**src/adcs_pkg.sv**
```systemverilog
package adcs_pkg;

	// Register offsets on the 8-bit register port
	localparam logic [7:0] OFS_PORT_A_DATA = 8'h05;
	localparam logic [7:0] OFS_PORT_E_DATA = 8'h09;
	localparam logic [7:0] OFS_INTERRUPT_CONTROL = 8'h0B;
	localparam logic [7:0] OFS_PERIPHERAL_IRQ_FLAGS = 8'h0C;
	localparam logic [7:0] OFS_CONV_RESULT_HIGH = 8'h1E;
	localparam logic [7:0] OFS_CONV_CONTROL_MAIN = 8'h1F;
	localparam logic [7:0] OFS_PORT_A_DIRECTION = 8'h85;
	localparam logic [7:0] OFS_PORT_E_DIRECTION_PARALLEL = 8'h89;
	localparam logic [7:0] OFS_PERIPHERAL_IRQ_ENABLES = 8'h8C;
	localparam logic [7:0] OFS_CONV_RESULT_LOW = 8'h9E;
	localparam logic [7:0] OFS_CONV_PIN_FORMAT_CONFIG = 8'h9F;

	// Reset values
	localparam logic [7:0] RST_CONV_CONTROL_MAIN = 8'h00;
	localparam logic [7:0] RST_CONV_PIN_FORMAT_CONFIG = 8'h00;
	localparam logic [7:0] RST_PORT_A_DIRECTION = 8'h3F;
	localparam logic [7:0] RST_PORT_E_DIRECTION = 8'h07;
	localparam logic [7:0] RST_IRQ_REG = 8'h00;

	// Implemented bits of each register; the rest read as zero
	localparam logic [7:0] MASK_PORT_A = 8'h3F;
	localparam logic [7:0] MASK_PORT_E_DIR = 8'h17;
	localparam logic [7:0] MASK_IRQ_BANK = 8'hF7;
	localparam logic [7:0] MASK_CTRL_MAIN = 8'hFD;
	localparam logic [7:0] MASK_CTRL_FORMAT = 8'h8F;

	// Field positions
	localparam int BIT_CONV_DONE_FLAG = 6;
	localparam int BIT_CONV_DONE_IRQ_ENABLE = 6;

	// Conversion clock select encodings
	localparam logic [1:0] CS_OSC2 = 2'b00;
	localparam logic [1:0] CS_OSC8 = 2'b01;
	localparam logic [1:0] CS_OSC32 = 2'b10;
	localparam logic [1:0] CS_RC = 2'b11;

	// Timing; the system clock stands in for the oscillator
	localparam int CNT_W = 16;
	localparam int CLK_PERIOD_NS = 8;
	localparam int INSTR_CYCLE_OSC = 4;
	localparam int BP_OSC2 = 2;
	localparam int BP_OSC8 = 8;
	localparam int BP_OSC32 = 32;
	localparam int RC_BP_TYP_NS = 4000;
	localparam int RC_BP_CYC = RC_BP_TYP_NS / CLK_PERIOD_NS;
	localparam int CONV_BPS = 12;
	localparam int HOLD_BPS = 2;
	localparam int RES_BITS = 10;
	localparam logic [9:0] SAR_FIRST_TRIAL = 10'h200;

	// Analog pin map per pin config code, bit n = channel n is analog
	localparam logic [15:0][7:0] ANALOG_MAP = {
		8'h0D, 8'h01, 8'h0F, 8'h1F, 8'h3F, 8'h3F, 8'h3F, 8'hFF,
		8'h00, 8'h00, 8'h0B, 8'h0B, 8'h1F, 8'h1F, 8'hFF, 8'hFF};

	typedef enum logic [4:0] {
		ST_OFF = 5'b00001,
		ST_ACQ = 5'b00010,
		ST_START = 5'b00100,
		ST_CONV = 5'b01000,
		ST_HOLD = 5'b10000
	} adcs_state_type;

	typedef struct packed {
		logic [1:0] conv_clock_select;
		logic [2:0] channel_select;
		logic go;
		logic unused;
		logic converter_power_on;
	} adcs_ctrl_main_type;

	typedef struct packed {
		logic result_justify_select;
		logic [2:0] unused;
		logic [3:0] analog_pin_config;
	} adcs_ctrl_format_type;

endpackage

```
**src/adcs_sequencer.sv**
```systemverilog
// Our own choice: the address-and-strobe port.
`timescale 1ns/1ps

//Contract
// A conversion spans at least twelve conversion bit periods.
// Bit period selectable as 2, 8, 32 oscillator periods or internal RC.
// Clock select 00=2, 01=8, 10=32 periods, 11=RC source.
// Software keeps the bit period at or above 1.6 microseconds.
// RC bit period is typically 4 microseconds, range 2 to 6.
// Above 1 MHz software uses RC clock only for sleep conversions.
// Port reads return zero on pins configured as analog.
// Conversion runs regardless of channel and direction settings.
// Clearing trigger mid-conversion aborts; result pair keeps its old value.
// After abort wait two bit periods, then acquire again automatically.
// First segment after trigger lasts one instruction cycle up to one bit period.
// Software does not set trigger in the same write that powers on.
// Result justified left or right by format bit, unused bits zero.
// With converter off, result bytes are plain read/write storage.
// With RC clock, wait one instruction cycle before converting.
// Sleep completion clears trigger, loads result, wakes or powers down.
// Sleep with non-RC clock aborts and powers down, enable kept.
// Reset turns converter off, aborts, resets registers, pins analog.
// Power-on reset leaves result pair untouched and unknown.
// Completion loads result, clears trigger, sets done flag.
// After completion wait two bit periods disconnected before acquiring.
// Successive approximation, one bit per bit period, MSB first.
module adcs_sequencer #(
	parameter int RC_BP_CYC = adcs_pkg::RC_BP_CYC
) (
	input wire logic CLK_SYS,
	input wire logic ARST_N,
	input wire logic [7:0] ADDR,
	input wire logic [7:0] WDATA,
	input wire logic WR_STB,
	input wire logic RD_STB,
	output logic [7:0] RDATA,
	input wire logic SLEEP_MODE,
	input wire logic [5:0] PORT_A_PINS,
	input wire logic [2:0] PORT_E_PINS,
	input wire logic CMP_HIGH,
	output logic [9:0] DAC_CODE,
	output logic SAMPLE_ON,
	output logic CONV_POWER,
	output logic [2:0] CHANNEL_SEL,
	output logic [7:0] ANALOG_MASK,
	output logic [5:0] PIN_DIR_A,
	output logic [2:0] PIN_DIR_E,
	output logic CONV_DONE_FLAG,
	output logic WAKE_REQ
);

	adcs_pkg::adcs_state_type state_q, state_d;
	adcs_pkg::adcs_ctrl_main_type ctrl_main_q;
	adcs_pkg::adcs_ctrl_format_type ctrl_fmt_q;
	logic [7:0] irq_ctrl_q, pir_q, pie_q, dir_a_q, dir_e_q;
	logic [7:0] res_high_q, res_low_q, rdata_q, analog_q;
	logic [9:0] sar_q;
	logic [adcs_pkg::CNT_W-1:0] seg_cnt_q, seg_len, bp_len;
	logic [3:0] bp_idx_q;
	logic [3:0] bit_pos;
	logic pwr_down_q, sample_q, power_q, wake_q;
	logic enabled, rc_sel, seg_done, state_change, complete, sleep_abort;
	logic wr_main, wr_high, wr_low;
	logic [15:0] res_just;

	// Bus write decode
	// Port data writes are ignored: the pins belong to the port block,
	// this block only masks what software reads back
	assign wr_main = WR_STB && (ADDR == adcs_pkg::OFS_CONV_CONTROL_MAIN);
	assign wr_high = WR_STB && (ADDR == adcs_pkg::OFS_CONV_RESULT_HIGH);
	assign wr_low = WR_STB && (ADDR == adcs_pkg::OFS_CONV_RESULT_LOW);

	assign rc_sel = (ctrl_main_q.conv_clock_select == adcs_pkg::CS_RC);
	// Powered only while enabled and not shut down by sleep
	// Sleep power-down leaves the enable bit set, so software sees no change
	// and the converter resumes once the core wakes
	assign enabled = ctrl_main_q.converter_power_on && !pwr_down_q;

	// Bit period length in system clocks
	// The system clock stands in for the oscillator. The RC choice uses a
	// parameter, since its period is not tied to the system clock; keep it
	// near the typical period for real use, smaller only to speed up tests
	always_comb begin
		case (ctrl_main_q.conv_clock_select)
			adcs_pkg::CS_OSC2: bp_len = adcs_pkg::CNT_W'(adcs_pkg::BP_OSC2);
			adcs_pkg::CS_OSC8: bp_len = adcs_pkg::CNT_W'(adcs_pkg::BP_OSC8);
			adcs_pkg::CS_OSC32: bp_len = adcs_pkg::CNT_W'(adcs_pkg::BP_OSC32);
			default: bp_len = adcs_pkg::CNT_W'(RC_BP_CYC);
		endcase
	end

	// Segment length; the first segment is one instruction cycle, stretched to
	// a non-RC bit period where that is longer. With 2-period clocks the instruction
	// cycle is the longer one, so the minimum wins over the maximum there.
	always_comb begin
		seg_len = bp_len;
		if (state_q == adcs_pkg::ST_START) begin
			if (rc_sel || bp_len < adcs_pkg::CNT_W'(adcs_pkg::INSTR_CYCLE_OSC)) begin
				seg_len = adcs_pkg::CNT_W'(adcs_pkg::INSTR_CYCLE_OSC);
			end
		end
	end

	assign seg_done = (seg_cnt_q >= seg_len - adcs_pkg::CNT_W'(1));
	assign state_change = (state_d != state_q);

	// Normal completion: last bit period of the conversion ends
	assign complete = (state_q == adcs_pkg::ST_CONV) && enabled && ctrl_main_q.go && seg_done
		&& (bp_idx_q == 4'(adcs_pkg::CONV_BPS - 1));

	// A non-RC conversion cannot survive sleep
	assign sleep_abort = SLEEP_MODE && ctrl_main_q.converter_power_on && !rc_sel;

	// Sequencer next state
	// OFF -> ACQ on enable; ACQ -> START on trigger; START holds the first
	// segment; CONV counts twelve bit periods; HOLD keeps the cap off two bit
	// periods after a completion or abort, then acquisition restarts.
	// Losing the enable from any state drops straight to OFF.
	always_comb begin
		state_d = state_q;
		case (state_q)
			adcs_pkg::ST_OFF: begin
				if (enabled) begin
					state_d = adcs_pkg::ST_ACQ;
				end
			end
			adcs_pkg::ST_ACQ: begin
				if (!enabled) begin
					state_d = adcs_pkg::ST_OFF;
				end else if (ctrl_main_q.go) begin
					state_d = adcs_pkg::ST_START;
				end
			end
			adcs_pkg::ST_START: begin
				if (!enabled) begin
					state_d = adcs_pkg::ST_OFF;
				end else if (!ctrl_main_q.go) begin
					state_d = adcs_pkg::ST_HOLD;
				end else if (seg_done) begin
					state_d = adcs_pkg::ST_CONV;
				end
			end
			adcs_pkg::ST_CONV: begin
				if (!enabled) begin
					state_d = adcs_pkg::ST_OFF;
				end else if (!ctrl_main_q.go || complete) begin
					state_d = adcs_pkg::ST_HOLD;
				end
			end
			adcs_pkg::ST_HOLD: begin
				if (!enabled) begin
					state_d = adcs_pkg::ST_OFF;
				end else if (seg_done && bp_idx_q == 4'(adcs_pkg::HOLD_BPS - 1)) begin
					state_d = adcs_pkg::ST_ACQ;
				end
			end
			default: state_d = adcs_pkg::ST_OFF;
		endcase
	end

	// State register; reset leaves the converter off
	always_ff @(posedge CLK_SYS or negedge ARST_N) begin
		if (!ARST_N) begin
			state_q <= adcs_pkg::ST_OFF;
		end else begin
			state_q <= state_d;
		end
	end

	// Cycle counter within a segment and bit period index
	// Both restart on every state change, so each state counts from zero
	// and a clock select change mid-state at worst ends the segment early
	always_ff @(posedge CLK_SYS or negedge ARST_N) begin
		if (!ARST_N) begin
			seg_cnt_q <= '0;
			bp_idx_q <= '0;
		end else if (state_change) begin
			seg_cnt_q <= '0;
			bp_idx_q <= '0;
		end else if (seg_done) begin
			seg_cnt_q <= '0;
			bp_idx_q <= bp_idx_q + 4'(1);
		end else begin
			seg_cnt_q <= seg_cnt_q + adcs_pkg::CNT_W'(1);
		end
	end

	// Bit decided at the end of bit period k, k = 1..10
	assign bit_pos = 4'(adcs_pkg::RES_BITS) - bp_idx_q;

	// Successive approximation register, MSB first; the comparator input is
	// taken whatever the pin direction, so an output pin converts its level
	// Each decision takes the comparator at the end of its bit period, so the
	// comparator sees the trial code settle for a whole period
	always_ff @(posedge CLK_SYS or negedge ARST_N) begin
		if (!ARST_N) begin
			sar_q <= '0;
		end else if (state_d == adcs_pkg::ST_CONV && state_q != adcs_pkg::ST_CONV) begin
			sar_q <= adcs_pkg::SAR_FIRST_TRIAL;
		end else if (state_q == adcs_pkg::ST_CONV && seg_done && bp_idx_q >= 4'(1)
			&& bp_idx_q <= 4'(adcs_pkg::RES_BITS)) begin
			sar_q[bit_pos] <= CMP_HIGH;
			if (bit_pos != 4'(0)) begin
				sar_q[bit_pos - 4'(1)] <= 1'b1;
			end
		end
	end

	// Justified result, unused bits zero
	always_comb begin
		if (ctrl_fmt_q.result_justify_select) begin
			res_just = {6'h00, sar_q};
		end else begin
			res_just = {sar_q, 6'h00};
		end
	end

	// Result pair has no reset, so any reset leaves it as it was; while the
	// converter is off nothing loads it and it is plain storage
	// Trade-off: a software write in the completion cycle is lost, as the
	// finished result is worth more than a write racing it
	always_ff @(posedge CLK_SYS) begin
		if (complete) begin
			res_high_q <= res_just[15:8];
			res_low_q <= res_just[7:0];
		end else begin
			if (wr_high) begin
				res_high_q <= WDATA;
			end
			if (wr_low) begin
				res_low_q <= WDATA;
			end
		end
	end

	// Main control register; trigger cleared by completion or sleep abort,
	// and ignored when the same write powers the converter on
	// A write in the completion cycle wins over the hardware clear, so a
	// trigger that software sets there starts the next conversion
	always_ff @(posedge CLK_SYS or negedge ARST_N) begin
		if (!ARST_N) begin
			ctrl_main_q <= adcs_pkg::RST_CONV_CONTROL_MAIN;
		end else begin
			if (complete || sleep_abort) begin
				ctrl_main_q.go <= 1'b0;
			end
			if (wr_main) begin
				ctrl_main_q <= WDATA & adcs_pkg::MASK_CTRL_MAIN;
				ctrl_main_q.go <= WDATA[2] && WDATA[0] && ctrl_main_q.converter_power_on;
			end
		end
	end

	// Format and pin configuration, direction registers
	always_ff @(posedge CLK_SYS or negedge ARST_N) begin
		if (!ARST_N) begin
			ctrl_fmt_q <= adcs_pkg::RST_CONV_PIN_FORMAT_CONFIG;
			dir_a_q <= adcs_pkg::RST_PORT_A_DIRECTION;
			dir_e_q <= adcs_pkg::RST_PORT_E_DIRECTION;
		end else if (WR_STB) begin
			if (ADDR == adcs_pkg::OFS_CONV_PIN_FORMAT_CONFIG) begin
				ctrl_fmt_q <= WDATA & adcs_pkg::MASK_CTRL_FORMAT;
			end else if (ADDR == adcs_pkg::OFS_PORT_A_DIRECTION) begin
				dir_a_q <= WDATA & adcs_pkg::MASK_PORT_A;
			end else if (ADDR == adcs_pkg::OFS_PORT_E_DIRECTION_PARALLEL) begin
				dir_e_q <= WDATA & adcs_pkg::MASK_PORT_E_DIR;
			end
		end
	end

	// Interrupt registers; completion beats a clearing write in the same cycle
	// Interrupt control is stored only; waking the core is decided here from
	// the enable and flag bits, the rest of the interrupt logic lives elsewhere
	always_ff @(posedge CLK_SYS or negedge ARST_N) begin
		if (!ARST_N) begin
			irq_ctrl_q <= adcs_pkg::RST_IRQ_REG;
			pir_q <= adcs_pkg::RST_IRQ_REG;
			pie_q <= adcs_pkg::RST_IRQ_REG;
		end else begin
			if (WR_STB && ADDR == adcs_pkg::OFS_INTERRUPT_CONTROL) begin
				irq_ctrl_q <= WDATA;
			end
			if (WR_STB && ADDR == adcs_pkg::OFS_PERIPHERAL_IRQ_ENABLES) begin
				pie_q <= WDATA & adcs_pkg::MASK_IRQ_BANK;
			end
			if (WR_STB && ADDR == adcs_pkg::OFS_PERIPHERAL_IRQ_FLAGS) begin
				pir_q <= WDATA & adcs_pkg::MASK_IRQ_BANK;
			end
			if (complete) begin
				pir_q[adcs_pkg::BIT_CONV_DONE_FLAG] <= 1'b1;
			end
		end
	end

	// Sleep power-down; enable bit stays set, released when sleep ends
	// The power-down holds the sequencer in OFF; once it clears,
	// acquisition starts without the two bit period wait
	always_ff @(posedge CLK_SYS or negedge ARST_N) begin
		if (!ARST_N) begin
			pwr_down_q <= 1'b0;
		end else if (!SLEEP_MODE) begin
			pwr_down_q <= 1'b0;
		end else if (sleep_abort) begin
			pwr_down_q <= 1'b1;
		end else if (complete && !pie_q[adcs_pkg::BIT_CONV_DONE_IRQ_ENABLE]) begin
			pwr_down_q <= 1'b1;
		end
	end

	// Registered outputs toward the analog front end and the core
	// Sample and power come from the next state; mask and wake lag one cycle, accepted so that every
	// output of the block comes from a flip-flop
	always_ff @(posedge CLK_SYS or negedge ARST_N) begin
		if (!ARST_N) begin
			sample_q <= 1'b0;
			power_q <= 1'b0;
			wake_q <= 1'b0;
			analog_q <= 8'hFF;
		end else begin
			sample_q <= (state_d == adcs_pkg::ST_ACQ);
			power_q <= (state_d != adcs_pkg::ST_OFF);
			wake_q <= SLEEP_MODE && pie_q[adcs_pkg::BIT_CONV_DONE_IRQ_ENABLE]
				&& (pir_q[adcs_pkg::BIT_CONV_DONE_FLAG] || complete);
			analog_q <= adcs_pkg::ANALOG_MAP[ctrl_fmt_q.analog_pin_config];
		end
	end

	// Read data stands for one cycle after the strobe, zero otherwise
	// Zero outside the read slot lets several blocks share one read bus
	// with a plain OR
	always_ff @(posedge CLK_SYS or negedge ARST_N) begin
		if (!ARST_N) begin
			rdata_q <= 8'h00;
		end else if (!RD_STB) begin
			rdata_q <= 8'h00;
		end else if (ADDR == adcs_pkg::OFS_PORT_A_DATA) begin
			rdata_q <= {2'b00, PORT_A_PINS & ~{analog_q[4], 1'b0, analog_q[3:0]}};
		end else if (ADDR == adcs_pkg::OFS_PORT_E_DATA) begin
			rdata_q <= {5'h00, PORT_E_PINS & ~analog_q[7:5]};
		end else if (ADDR == adcs_pkg::OFS_INTERRUPT_CONTROL) begin
			rdata_q <= irq_ctrl_q;
		end else if (ADDR == adcs_pkg::OFS_PERIPHERAL_IRQ_FLAGS) begin
			rdata_q <= pir_q;
		end else if (ADDR == adcs_pkg::OFS_CONV_RESULT_HIGH) begin
			rdata_q <= res_high_q;
		end else if (ADDR == adcs_pkg::OFS_CONV_CONTROL_MAIN) begin
			rdata_q <= ctrl_main_q;
		end else if (ADDR == adcs_pkg::OFS_PORT_A_DIRECTION) begin
			rdata_q <= dir_a_q;
		end else if (ADDR == adcs_pkg::OFS_PORT_E_DIRECTION_PARALLEL) begin
			rdata_q <= dir_e_q;
		end else if (ADDR == adcs_pkg::OFS_PERIPHERAL_IRQ_ENABLES) begin
			rdata_q <= pie_q;
		end else if (ADDR == adcs_pkg::OFS_CONV_RESULT_LOW) begin
			rdata_q <= res_low_q;
		end else if (ADDR == adcs_pkg::OFS_CONV_PIN_FORMAT_CONFIG) begin
			rdata_q <= ctrl_fmt_q;
		end else begin
			rdata_q <= 8'h00; // Unmapped
		end
	end

	// Outputs, all straight from flip-flops
	assign RDATA = rdata_q;
	assign DAC_CODE = sar_q;
	assign SAMPLE_ON = sample_q;
	assign CONV_POWER = power_q;
	assign CHANNEL_SEL = ctrl_main_q.channel_select;
	assign ANALOG_MASK = analog_q;
	assign PIN_DIR_A = dir_a_q[5:0];
	assign PIN_DIR_E = dir_e_q[2:0];
	assign CONV_DONE_FLAG = pir_q[adcs_pkg::BIT_CONV_DONE_FLAG];
	assign WAKE_REQ = wake_q;

endmodule

```
**config.mk**
```make
export PLATFORM = sky130hd
export DESIGN_NAME = adcs_sequencer
export DESIGN_NICKNAME = d
export VERILOG_FILES = /design/src/adcs_pkg.sv /design/src/adcs_sequencer.sv
export SDC_FILE = /design/constraint.sdc
export NUM_CORES = 1
export LEC_CHECK = 0
export BUFFER_PORTS_ARGS = -buffer_cell sky130_fd_sc_hd__clkbuf_2
export CAP_MARGIN = 0
export CELL_PAD_IN_SITES_DETAIL_PLACEMENT = 0
export CELL_PAD_IN_SITES_GLOBAL_PLACEMENT = 1
export CORE_MARGIN = 4
export CORE_UTILIZATION = 40
export CTS_CLUSTER_SIZE = 30
export DETAILED_ROUTE_END_ITERATION = 16
export PLACE_DENSITY_LB_ADDON = 0.12
export SYNTH_ARGS = -nofsm -noshare
export SYNTH_HDL_FRONTEND = slang
export SYNTH_SLANG_ARGS = --single-unit
```
**constraint.sdc**
```tcl
create_clock -name CLK_SYS -period 8.25 [get_ports CLK_SYS]
set_clock_uncertainty 0.1 [all_clocks]
set_input_delay 2.475 -clock CLK_SYS [delete_from_list [all_inputs] [get_ports CLK_SYS]]
set_output_delay 2.475 -clock CLK_SYS [all_outputs]
set_load 0.05 [all_outputs]
```
==> results of run 1 <==
## kinds of logic after synthesis
| kind of cell | synth area share (%) |
|---|---|
| and+or+nand+nor | 19.0 |
| AOI/OAI and AO/OA | 16.3 |
| DFF | 42.2 |
| buffers and inverters | 5.09 |
| muxes | 8.45 |
| adders and majority gates | 6.25 |
| xor gates and xnor gates | 2.61 |
| other | 0.0535 |
## cell usage after synthesis, drive strengths merged (9+ instances only)
library cell / number / area (um^2)
inv: 26 / 97.6
nand2: 61 / 231
o21ai: 43 / 223
nand4: 16 / 106
mux2i: 13 / 130
ha: 35 / 438
dfstp: 17 / 447
xor2: 11 / 96.3
edfxtp: 16 / 480
buf: 20 / 151
nand3: 27 / 140
xnor2: 9 / 86.3
clkbuf: 11 / 42.5
a22o: 9 / 78.8
a21oi: 37 / 189
nor2: 43 / 195
mux2: 41 / 462
dfrtp: 81 / 2030
nor3: 38 / 280
## flip-flops by register name (all words and copies together) (netlist names)
name	count
WAKE_REQ	1
CONV_POWER	1
dir_e_q	4
DAC_CODE	10
seg_cnt_q	16
CHANNEL_SEL	3
pie_q	7
RDATA	8
state_q	5
dir_a_q	6
ctrl_fmt_q	5
pwr_down_q	1
ANALOG_MASK	7
irq_ctrl_q	8
res_low_q	8
SAMPLE_ON	1
pir_q	7
res_high_q	8
ctrl_main_q	4
bp_idx_q	4
## routing by layer
metal / track usage (%) / share of wire (%)
met1: 26.5 / 44
met2: 33.2 / 49
met3: 4.78 / 4.9
met4: 6.99 / 1.8
met5: 0 / 0
## metrics by stage
stage | power [mW] | utilization [%] | cells | instance area (um^2) | hold slack, ps
6_report | 1.61 | 46.7 | 981 | 8050 | 406
5_1_grt | 1.68 | 46.7 | 981 | 8050 | 416
4_1_cts | 1.63 | 46.7 | 981 | 8050 | 410
3_5_place_dp | 0.820 | 43.0 | 949 | 7410 | 394
3_3_place_gp | 0.815 | 43.0 | 949 | 7410 | 388
2_1_floorplan | 0.763 | - | 683 | 7010 | 358
## power by group
part	total (mW)	leakage, nW	internal (mW)	switching [mW]
registers	0.635	1.42	0.601	0.0335
logic	0.175	1.92	0.0659	0.109
clock network	0.797	0.306	0.540	0.257
total	1.61	3.65	1.21	0.399
## worst max path at each step
stage / from / endpoint / slack [ps] / depth (start not counted)
after floorplan: ADDR[5] / res_low_q[0] / 4140 / 4
after detailed placement: ADDR[0] / pir_q[5] / 3530 / 5
final: ctrl_main_q[6] / res_high_q[4] / 3620 / 14
after global placement: ADDR[0] / res_low_q[0] / 3650 / 5
after global routing: ctrl_main_q[6] / res_low_q[7] / 3280 / 14
after CTS: ctrl_main_q[6] / res_low_q[7] / 3590 / 14
## critical path: stages (launching register included)
cell and delay, ps:
dfrtp_1 390, inv_1 130, ha_1 250, or3_1 370, a211o_2 280, a21o_1 170, inv_1 50, ha_1 130
inv_1 40, ha_1 320, nand4_2 170, o21bai_1 130, a211o_2 430, o21ai_2 830, nand2_1 460
## cell type report
class,count,area share (%)
clock inverters,11,2.29
inverters,26,1.21
multi-input cells,510,46.0
repair buffers,74,4.70
clock buffers,21,5.60
flip-flops and latches,114,36.7
well taps,225,3.50
==> metrics.yaml, run 1 <==
status:
  status: "complete, no violations"
timing:
  worst_slack_ps: 3620
  worstMarginPinSlew_ps: 1010
  drv_slew: 0
  setup_tns_ps: 0
  fin_crit_ps: 4630
  slew_headroom_pct: 32.9
  grt_setup_unrepaired: "false"
  clock.fmax_ghz: 0.216
  setup_violations: 0
  finalHoldViolations: 0
  min_period_over_period_pct: 56.1
power:
  ir_worst_vdd_uv: 143
  leakage_nw: 3.65
  powerDensity_nw_per_um2: 200
worst_setup_path:
  worstReg2RegStart: "ctrl_main_q[6]"
  worstPathRequired_ps: 8190
  cp_max_fo: 27
  crit_arrival_ps: 4580
  reg2regPathDepth: 14
  critPathLaunchType: "flop"
  crit_type: "flop to flop"
  endpoint_kind: "flop"
  r2r_end: "res_high_q[4]"
  reg2reg_slack_ps: 3620
route:
  drt-initial-drc-count: 389
  routed_wl_mm: 19.3
  drt_first_pass_iters: 5
  vias: 5509
  drc_errors: 0
  wire_per_inst_um: 19.7
  vias_per_cell: 5.62
  ant_nets: 0
floorplan:
  ios: 73
  die_x_um: 140
  rows: 48
  core_um2: 17200
  start_util_pct: 40.6
  die_area_um2: 19700
  die_h_um: 140
final_layout:
  multi_input_area_um2: 3700
  layout-drive-gt1-share_pct: 27.1
  fillers: 1618
  area_delta_synth_final_pct: 14.9
  mostFrequentLayoutCells: "dfrtp_1 (81), clkbuf_2 (71), nand2_1 (60), mux2_2 (41), o21ai_0 (39)"
  nets: 809
  antennaDiodeCount: 0
  final_common_cell: "dfrtp_1"
  seqCellArea_um2: 2950
synth:
  synthFlopType: "dfrtp_1"
  synth_warnings: 0
  synth_edf_count: 16
  syn_area_per_cell_um2: 10.3
  synthArstFlopShare_pct: 86.0
  ys_seq_area_share_pct: 42.2
  syn-cell-area_um2: 7000
  synth_cell_types: 86
  synth_seq_cells: 114
  syn_inst: 681
clock_tree:
  cts_setup_buffers: 0
  path_clk_slew_ps: 50
  cts_sinks: 114
  htreeDepth: 4
  cts_hold_repair.buffers: 0
  cts_tree: "yes"
  cts_root_buffer: "clkbuf_16"
  clock_path_buffers: 2
  cts_made_buffers: 17
  clk_latency_ps: 420
  cts-resized-gates: 0
global_route:
  grt_max_degree: 76
  antenna_found_initial: 0
  grt_pass1_wl_mm: 31.5
  grt_usage_pct: 20.3
  grt_pass1_vias: 5639
  grt_remaining_overflow: 0
place:
  dp_slack_ps: 3530
  gp_congestion: 0.949
  hpwl_mm: 14.5
  portBuffers: 72
hold_path:
  hold_path.class: "flop to flop"
  whs_endpoint: "irq_ctrl_q[5]"
  min_from: "irq_ctrl_q[5]"
  min_path_cells: 1
run:
  drv_cap: 0
No activity file was read; power rests on OpenSTA's default activity.
==> run 2, diff against run 1 <==
==> constraint.sdc (replaced) <==
create_clock -name CLK_SYS -period 4.03 [get_ports CLK_SYS]
set_clock_uncertainty 0.1 [all_clocks]
set_input_delay 1.209 -clock CLK_SYS [delete_from_list [all_inputs] [get_ports CLK_SYS]]
set_output_delay 1.209 -clock CLK_SYS [all_outputs]
set_load 0.05 [all_outputs]
==> metrics.yaml, run 2 (synthesized netlist as in run 1, its figures left out) <==
status:
  status: "complete, no violations"  # unchanged
route:
  wire_per_inst_um: 20.2  # was 19.7 um
  drc_errors: 0  # unchanged
  routed_wl_mm: 20.3  # was 19.3 mm
  drt_first_pass_iters: 7  # was 5
  ant_nets: 0  # unchanged
  drt-initial-drc-count: 307  # was 389
  vias_per_cell: 5.71  # was 5.62
  vias: 5734  # was 5509
worst_setup_path:
  worstPathRequired_ps: 4220  # was 8190 ps
  worstReg2RegStart: "ctrl_main_q[6]"  # unchanged
  cp_max_fo: 8  # was 27
  reg2regPathDepth: 16  # was 14
  crit_type: "flop to flop"  # unchanged
  r2r_end: "seg_cnt_q[1]"  # was res_high_q[4]
  cp-startpoint: "ctrl_main_q[6]"  # unchanged
  critPathLaunchType: "flop"  # unchanged
  endpoint_kind: "flop"  # unchanged
  reg2reg_slack_ps: 130  # was 3620 ps
  crit_arrival_ps: 4100  # was 4580 ps
timing:
  hold_slack_ps: 404  # was 406 ps
  setup_tns_ps: 0  # unchanged
  drv_slew: 0  # unchanged
  clock.fmax_ghz: 0.256  # was 0.216 GHz
  fin_crit_ps: 3900  # was 4630 ps
  setup_violations: 0  # unchanged
  min_period_over_period_pct: 96.8  # was 56.1%
  slew_headroom_pct: 29.2  # was 32.9%
  grt_setup_unrepaired: "true"  # was false
  finalHoldViolations: 0  # unchanged
  worst_slack_ps: 129  # was 3620 ps
  worstMarginPinSlew_ps: 1060  # was 1010 ps
hold_path:
  whs_endpoint: "pie_q[4]"  # was irq_ctrl_q[5]
  hold_path.class: "flop to flop"  # unchanged
  min_from: "pie_q[4]"  # was irq_ctrl_q[5]
  min_path_cells: 1  # unchanged
final_layout:
  nets: 833  # was 809
  seqCellArea_um2: 2960  # was 2950 um^2
  fillers: 1615  # was 1618
  stdcell_area_um2: 8210  # was 8050 um^2
  mostFrequentLayoutCells: "dfrtp_1 (80), clkbuf_2 (71), nand2_1 (59), mux2_2 (41), o21ai_0 (39)"  # was dfrtp_1 (81), clkbuf_2 (71), nand2_1 (60), mux2_2 (41), o21ai_0 (39)
  layout-drive-gt1-share_pct: 30.4  # was 27.1%
  final_util_pct: 47.7  # was 46.7%
  final_common_cell: "dfrtp_1"  # unchanged
  largest_register_ffs: 16  # unchanged
  area_delta_synth_final_pct: 17.3  # was 14.9%
  fin_cells: 1005  # was 981
  top_register: "seg_cnt_q"  # unchanged
  multi_input_area_um2: 3770  # was 3700 um^2
  antennaDiodeCount: 0  # unchanged
floorplan:
  start_util_pct: 40.6  # unchanged
  ios: 73  # unchanged
  core_um2: 17200  # unchanged
  die_x_um: 140  # unchanged
  rows: 48  # unchanged
  die_area_um2: 19700  # unchanged
  die_h_um: 140  # unchanged
place:
  dp_slack_ps: -2.02  # was 3530 ps
  hpwl_mm: 15.2  # was 14.5 mm
  gp_congestion: 0.927  # was 0.949
  portBuffers: 72  # unchanged
  dp.cells: 967  # was 949
  dpl-instance-area_um2: 7550  # was 7410 um^2
global_route:
  grt_pass1_wl_mm: 32.5  # was 31.5 mm
  grt_max_degree: 83  # was 76
  grt_usage_pct: 20.9  # was 20.3%
  grt_remaining_overflow: 0  # unchanged
  antenna_found_initial: 0  # unchanged
  grt_pass1_vias: 5853  # was 5639
clock_tree:
  cts_made_buffers: 17  # unchanged
  clock_path_buffers: 2  # unchanged
  cts_tree: "yes"  # unchanged
  cts_sinks: 114  # unchanged
  cts_root_buffer: "clkbuf_16"  # unchanged
  clk_latency_ps: 410  # was 420 ps
  path_clk_slew_ps: 50  # about the same
  htreeDepth: 4  # unchanged
run:
  drv_cap: 0  # unchanged
power:
  powerDensity_nw_per_um2: 373  # was 200 nW/um^2
  power.total_mw: 3.06  # was 1.61 mW
  ir_worst_vdd_uv: 304  # was 143 uV
  leakage_nw: 3.74  # was 3.65 nW
[run 2: cell types whose count changed in the layout (fill, tap and decap cells not counted), sizes merged]
cell,previous run,this run
bufinv,5,1
clkbuf,92,91
buf,3,27
clkinv,5,8
clkinvlp,1,3
[run 2: layout make-up]
class	instances	share of cell area (%)
clock buffers	20	5.32
clock inverters	12	1.14
inverters	26	1.19
multi-input cells	510	45.9
flip-flops and latches	114	36.0
well taps	225	3.43
repair buffers	98	7.04
[run 2: worst max-delay path by stage]
stage               cells after the start  slack (ps)       endpoint
global placement                       16         120   seg_cnt_q[1]
CTS                                    17          30  seg_cnt_q[13]
detailed placement                     16          -2   seg_cnt_q[1]
global route                           14         -10  res_high_q[6]
floorplan                              15         310  res_high_q[0]
finish                                 16         130   seg_cnt_q[1]
[run 2: where the power goes]
group          internal, mW  switching, mW  total, mW
clock                 0.835          0.535       1.37
combinational         0.149          0.239      0.388
sequential             1.23         0.0734       1.30
[run 2: timing repair]
item                       4_1_cts  5_1_grt
buffers inserted                 1        4
cloned                           1        0
pin swaps                        1        2
hold buffers                     0        0
gates resized for setup          2       16
setup endpoints to repair       16       50
[run 2: worst max-delay path: stages, from the launching register on]
cell and delay [ps]:
dfrtp_1 370, inv_1 110, ha_1 250, or3_1 370, a211o_2 280, a21o_1 170, inv_1 60, ha_1 220
ha_1 330, a21oi_1 120, a311oi_4 350, a31o_4 210, nor2_8 60, a222oi_1 320, buf_4 210, buf_6 170
nor3b_2 60
[run 2: layer usage]
layer	up-vias	track usage, %	part of all wire (%)
met5	-	0	0
met4	0	8.36	2.7
met3	40	4.30	4.5
met2	181	34.1	48
met1	2809	27.3	45
li1	2704	-	-
==> run 3, diff against run 2 <==
--- a/config.mk
+++ b/config.mk
@@ -13,7 +13,7 @@
 export CORE_UTILIZATION = 40
 export CTS_CLUSTER_SIZE = 30
 export DETAILED_ROUTE_END_ITERATION = 16
-export PLACE_DENSITY_LB_ADDON = 0.12
+export PLACE_DENSITY_LB_ADDON = 0.1
 export SYNTH_ARGS = -nofsm -noshare
 export SYNTH_HDL_FRONTEND = slang
 export SYNTH_SLANG_ARGS = --single-unit
==> metrics.yaml, run 3 (synthesized netlist as in run 1, its figures left out) <==
clock_tree:
  clk_latency_ps: 410  # about the same
  cts_sinks: 114  # unchanged
  cts_root_buffer: "clkbuf_16"  # unchanged
  cts_tree: "yes"  # unchanged
  clock_path_buffers: 2  # unchanged
  path_clk_slew_ps: 50  # about the same
  cts_hold_repair.buffers: 0  # unchanged
  cts_made_buffers: 17  # unchanged
  htreeDepth: 4  # unchanged
power:
  leakage_nw: 3.79  # was 3.74 nW
  switching_share_pct: 25.7  # was 27.7%
  power.total_mw: 3.23  # was 3.06 mW
  power.internal_mw: 2.40  # was 2.21 mW
  pwr-share-seq_pct: 40.3  # was 42.6%
  switchingPower_mw: 0.832  # was 0.848 mW
  powerDensity_nw_per_um2: 389  # was 373 nW/um^2
  ir_worst_vdd_uv: 315  # was 304 uV
  pwr-share-clk_pct: 47.9  # was 44.7%
  combPwrFrac_pct: 11.9  # was 12.7%
worst_setup_path:
  cp-startpoint: "ctrl_main_q[7]"  # was ctrl_main_q[6]
  critPathLaunchType: "flop"  # unchanged
  reg2reg_slack_ps: 220  # was 130 ps
  worstReg2RegStart: "ctrl_main_q[7]"  # was ctrl_main_q[6]
  crit_arrival_ps: 4000  # was 4100 ps
  crit_end: "seg_cnt_q[14]"  # was seg_cnt_q[1]
  endpoint_kind: "flop"  # unchanged
  slowest_delay_ps: 410  # was 370 ps
  reg2regPathDepth: 17  # was 16
  cp.depth: 17  # was 16
  worstPathRequired_ps: 4220  # about the same
  cp_slowest_cell: "dfrtp_2"  # was dfrtp_1
  critPathBufInv: 5  # was 4
  cp_max_fo: 8  # unchanged
  cp_top_family: "compound AO/OA/AOI/OAI gates"  # unchanged
  r2r_end: "seg_cnt_q[14]"  # was seg_cnt_q[1]
  path_common_cell: "inv_1"  # was ha_1
  crit_type: "flop to flop"  # unchanged
  path_cells: "inv_1, ha_1, or3_1, a211o_2, a21o_1, inv_1, ha_1, inv_1, ha_4, nand4_4, a311oi_4, a31o_4, o21ai_0, a222oi_1, buf_4, buf_6, nor3_2"  # was inv_1, ha_1, or3_1, a211o_2, a21o_1, inv_1, ha_1, ha_1, a21oi_1, a311oi_4, a31o_4, nor2_8, a222oi_1, buf_4, buf_6, nor3b_2
place:
  gp_congestion: 0.874  # was 0.927
  portBuffers: 72  # unchanged
  dp_slack_ps: -25.6  # was -2.02 ps
  hpwl_mm: 14.9  # was 15.2 mm
floorplan:
  die_x_um: 140  # unchanged
  core_um2: 17200  # unchanged
  ios: 73  # unchanged
  start_util_pct: 40.6  # unchanged
  die_area_um2: 19700  # unchanged
  rows: 48  # unchanged
  die_h_um: 140  # unchanged
global_route:
  grt_usage_pct: 20.6  # was 20.9%
  antenna_found_initial: 0  # unchanged
  grt_remaining_overflow: 0  # unchanged
  grt_pass1_wl_mm: 32.0  # was 32.5 mm
  grt_max_degree: 57  # was 83
  grt_pass1_vias: 5662  # was 5853
route:
  drt-initial-drc-count: 384  # was 307
  drc_errors: 0  # unchanged
  routed_wl_mm: 20.0  # was 20.3 mm
  ant_nets: 0  # unchanged
  vias: 5719  # was 5734
  wire_per_inst_um: 19.8  # was 20.2 um
  drt_first_pass_iters: 5  # was 7
  vias_per_cell: 5.68  # was 5.71
timing:
  finalHoldViolations: 0  # unchanged
  setup_violations: 0  # unchanged
  worstMarginPinSlew_ps: 793  # was 1060 ps
  grt_setup_unrepaired: "false"  # was true
  clock.fmax_ghz: 0.262  # was 0.256 GHz
  fin_crit_ps: 3810  # was 3900 ps
  drv_slew: 0  # unchanged
  hold_slack_ps: 407  # was 404 ps
  slew_headroom_pct: 46.8  # was 29.2%
  worst_slack_ps: 217  # was 129 ps
  min_period_over_period_pct: 94.6  # was 96.8%
run:
  drv_cap: 0  # unchanged
status:
  status: "complete, no violations"  # unchanged
final_layout:
  nets: 835  # was 833
  top_register: "seg_cnt_q"  # unchanged
  mostFrequentLayoutCells: "dfrtp_1 (80), clkbuf_2 (71), nand2_1 (60), mux2_2 (41), o21ai_0 (39)"  # was dfrtp_1 (80), clkbuf_2 (71), nand2_1 (59), mux2_2 (41), o21ai_0 (39)
  layout-drive-gt1-share_pct: 30.4  # about the same
  antennaDiodeCount: 0  # unchanged
  largest_register_ffs: 16  # unchanged
  area_delta_synth_final_pct: 18.7  # was 17.3%
  final_common_cell: "dfrtp_1"  # unchanged
hold_path:
  min_path_cells: 1  # unchanged
  hold_path.class: "flop to flop"  # unchanged
## run 3: cell types whose count changed in the layout (fill, tap and decap cells not counted), sizes merged
cell	previous run	this run
clkinvlp	3	1
bufinv	1	3
clkinv	8	5
clkbuf	91	94
buf	27	29
## run 3: cell type report
| class | count | area (um^2) |
|---|---|---|
| Clock buffer | 23 | 478 |
| Clock inverter | 9 | 130 |
| Fill cell | 1669 | 8920 |
| Inverter | 26 | 97.6 |
| Multi-Input combinational cell | 510 | 3780 |
| Sequential cell | 114 | 2960 |
| Tap cell | 225 | 282 |
| Timing Repair Buffer | 100 | 593 |
## run 3: power by group through the flow
stage | Clock [mW] | Combinational [mW] | Sequential, mW
global route | 1.64 | 0.427 | 1.31
finish | 1.55 | 0.383 | 1.30
detailed placement | 0 | 0.370 | 1.32
floorplan | 0 | 0.240 | 1.32
global placement | 0 | 0.361 | 1.32
CTS | 1.58 | 0.370 | 1.30
## run 3: per-stage QoR
stage,TNS [ps],utilization [%],std cells,cell area [um^2]
2_1_floorplan,0,-,683,7010
3_3_place_gp,0,43.9,969,7560
3_5_place_dp,-275,43.9,969,7560
4_1_cts,0,47.5,1003,8190
5_1_grt,0,48.2,1007,8310
6_report,0,48.2,1007,8310
## run 3: worst min-delay path by stage
stage	startpoint	end	slack, ps
detailed placement	pie_q[7]	pie_q[7]	390
finish	dir_e_q[4]	dir_e_q[4]	410
floorplan	ctrl_fmt_q[3]	ANALOG_MASK[6]	360
global route	dir_e_q[4]	dir_e_q[4]	410
CTS	pie_q[7]	pie_q[7]	410
global placement	pir_q[5]	pir_q[5]	390
## run 3: timing repair
action	CTS	global route
gates cloned	1	0
endpoints found under the hold margin	0	0
endpoints found under the setup margin	16	56
buffers inserted	1	4
pin swaps	1	3
gates resized for setup	3	14
## run 3: layer usage
| layer | track usage, % | vias to the layer above | wire [um] |
|---|---|---|---|
| met5 | 0 | - | 0 |
| met3 | 3.69 | 23 | 750 |
| met4 | 6.48 | 0 | 343 |
| met2 | 33.5 | 134 | 9700 |
| li1 | - | 2709 | - |
| met1 | 28.0 | 2853 | 9200 |
## run 3: worst reg2reg max path, cell delays in order (launching register included)
cell and delay (ps):
dfrtp_2 410, inv_1 120, ha_1 190, or3_1 330, a211o_2 280, a21o_1 170
inv_1 50, ha_1 150, inv_1 70, ha_4 300, nand4_4 150, a311oi_4 340
a31o_4 220, o21ai_0 90, a222oi_1 270, buf_4 210, buf_6 170, nor3_2 70
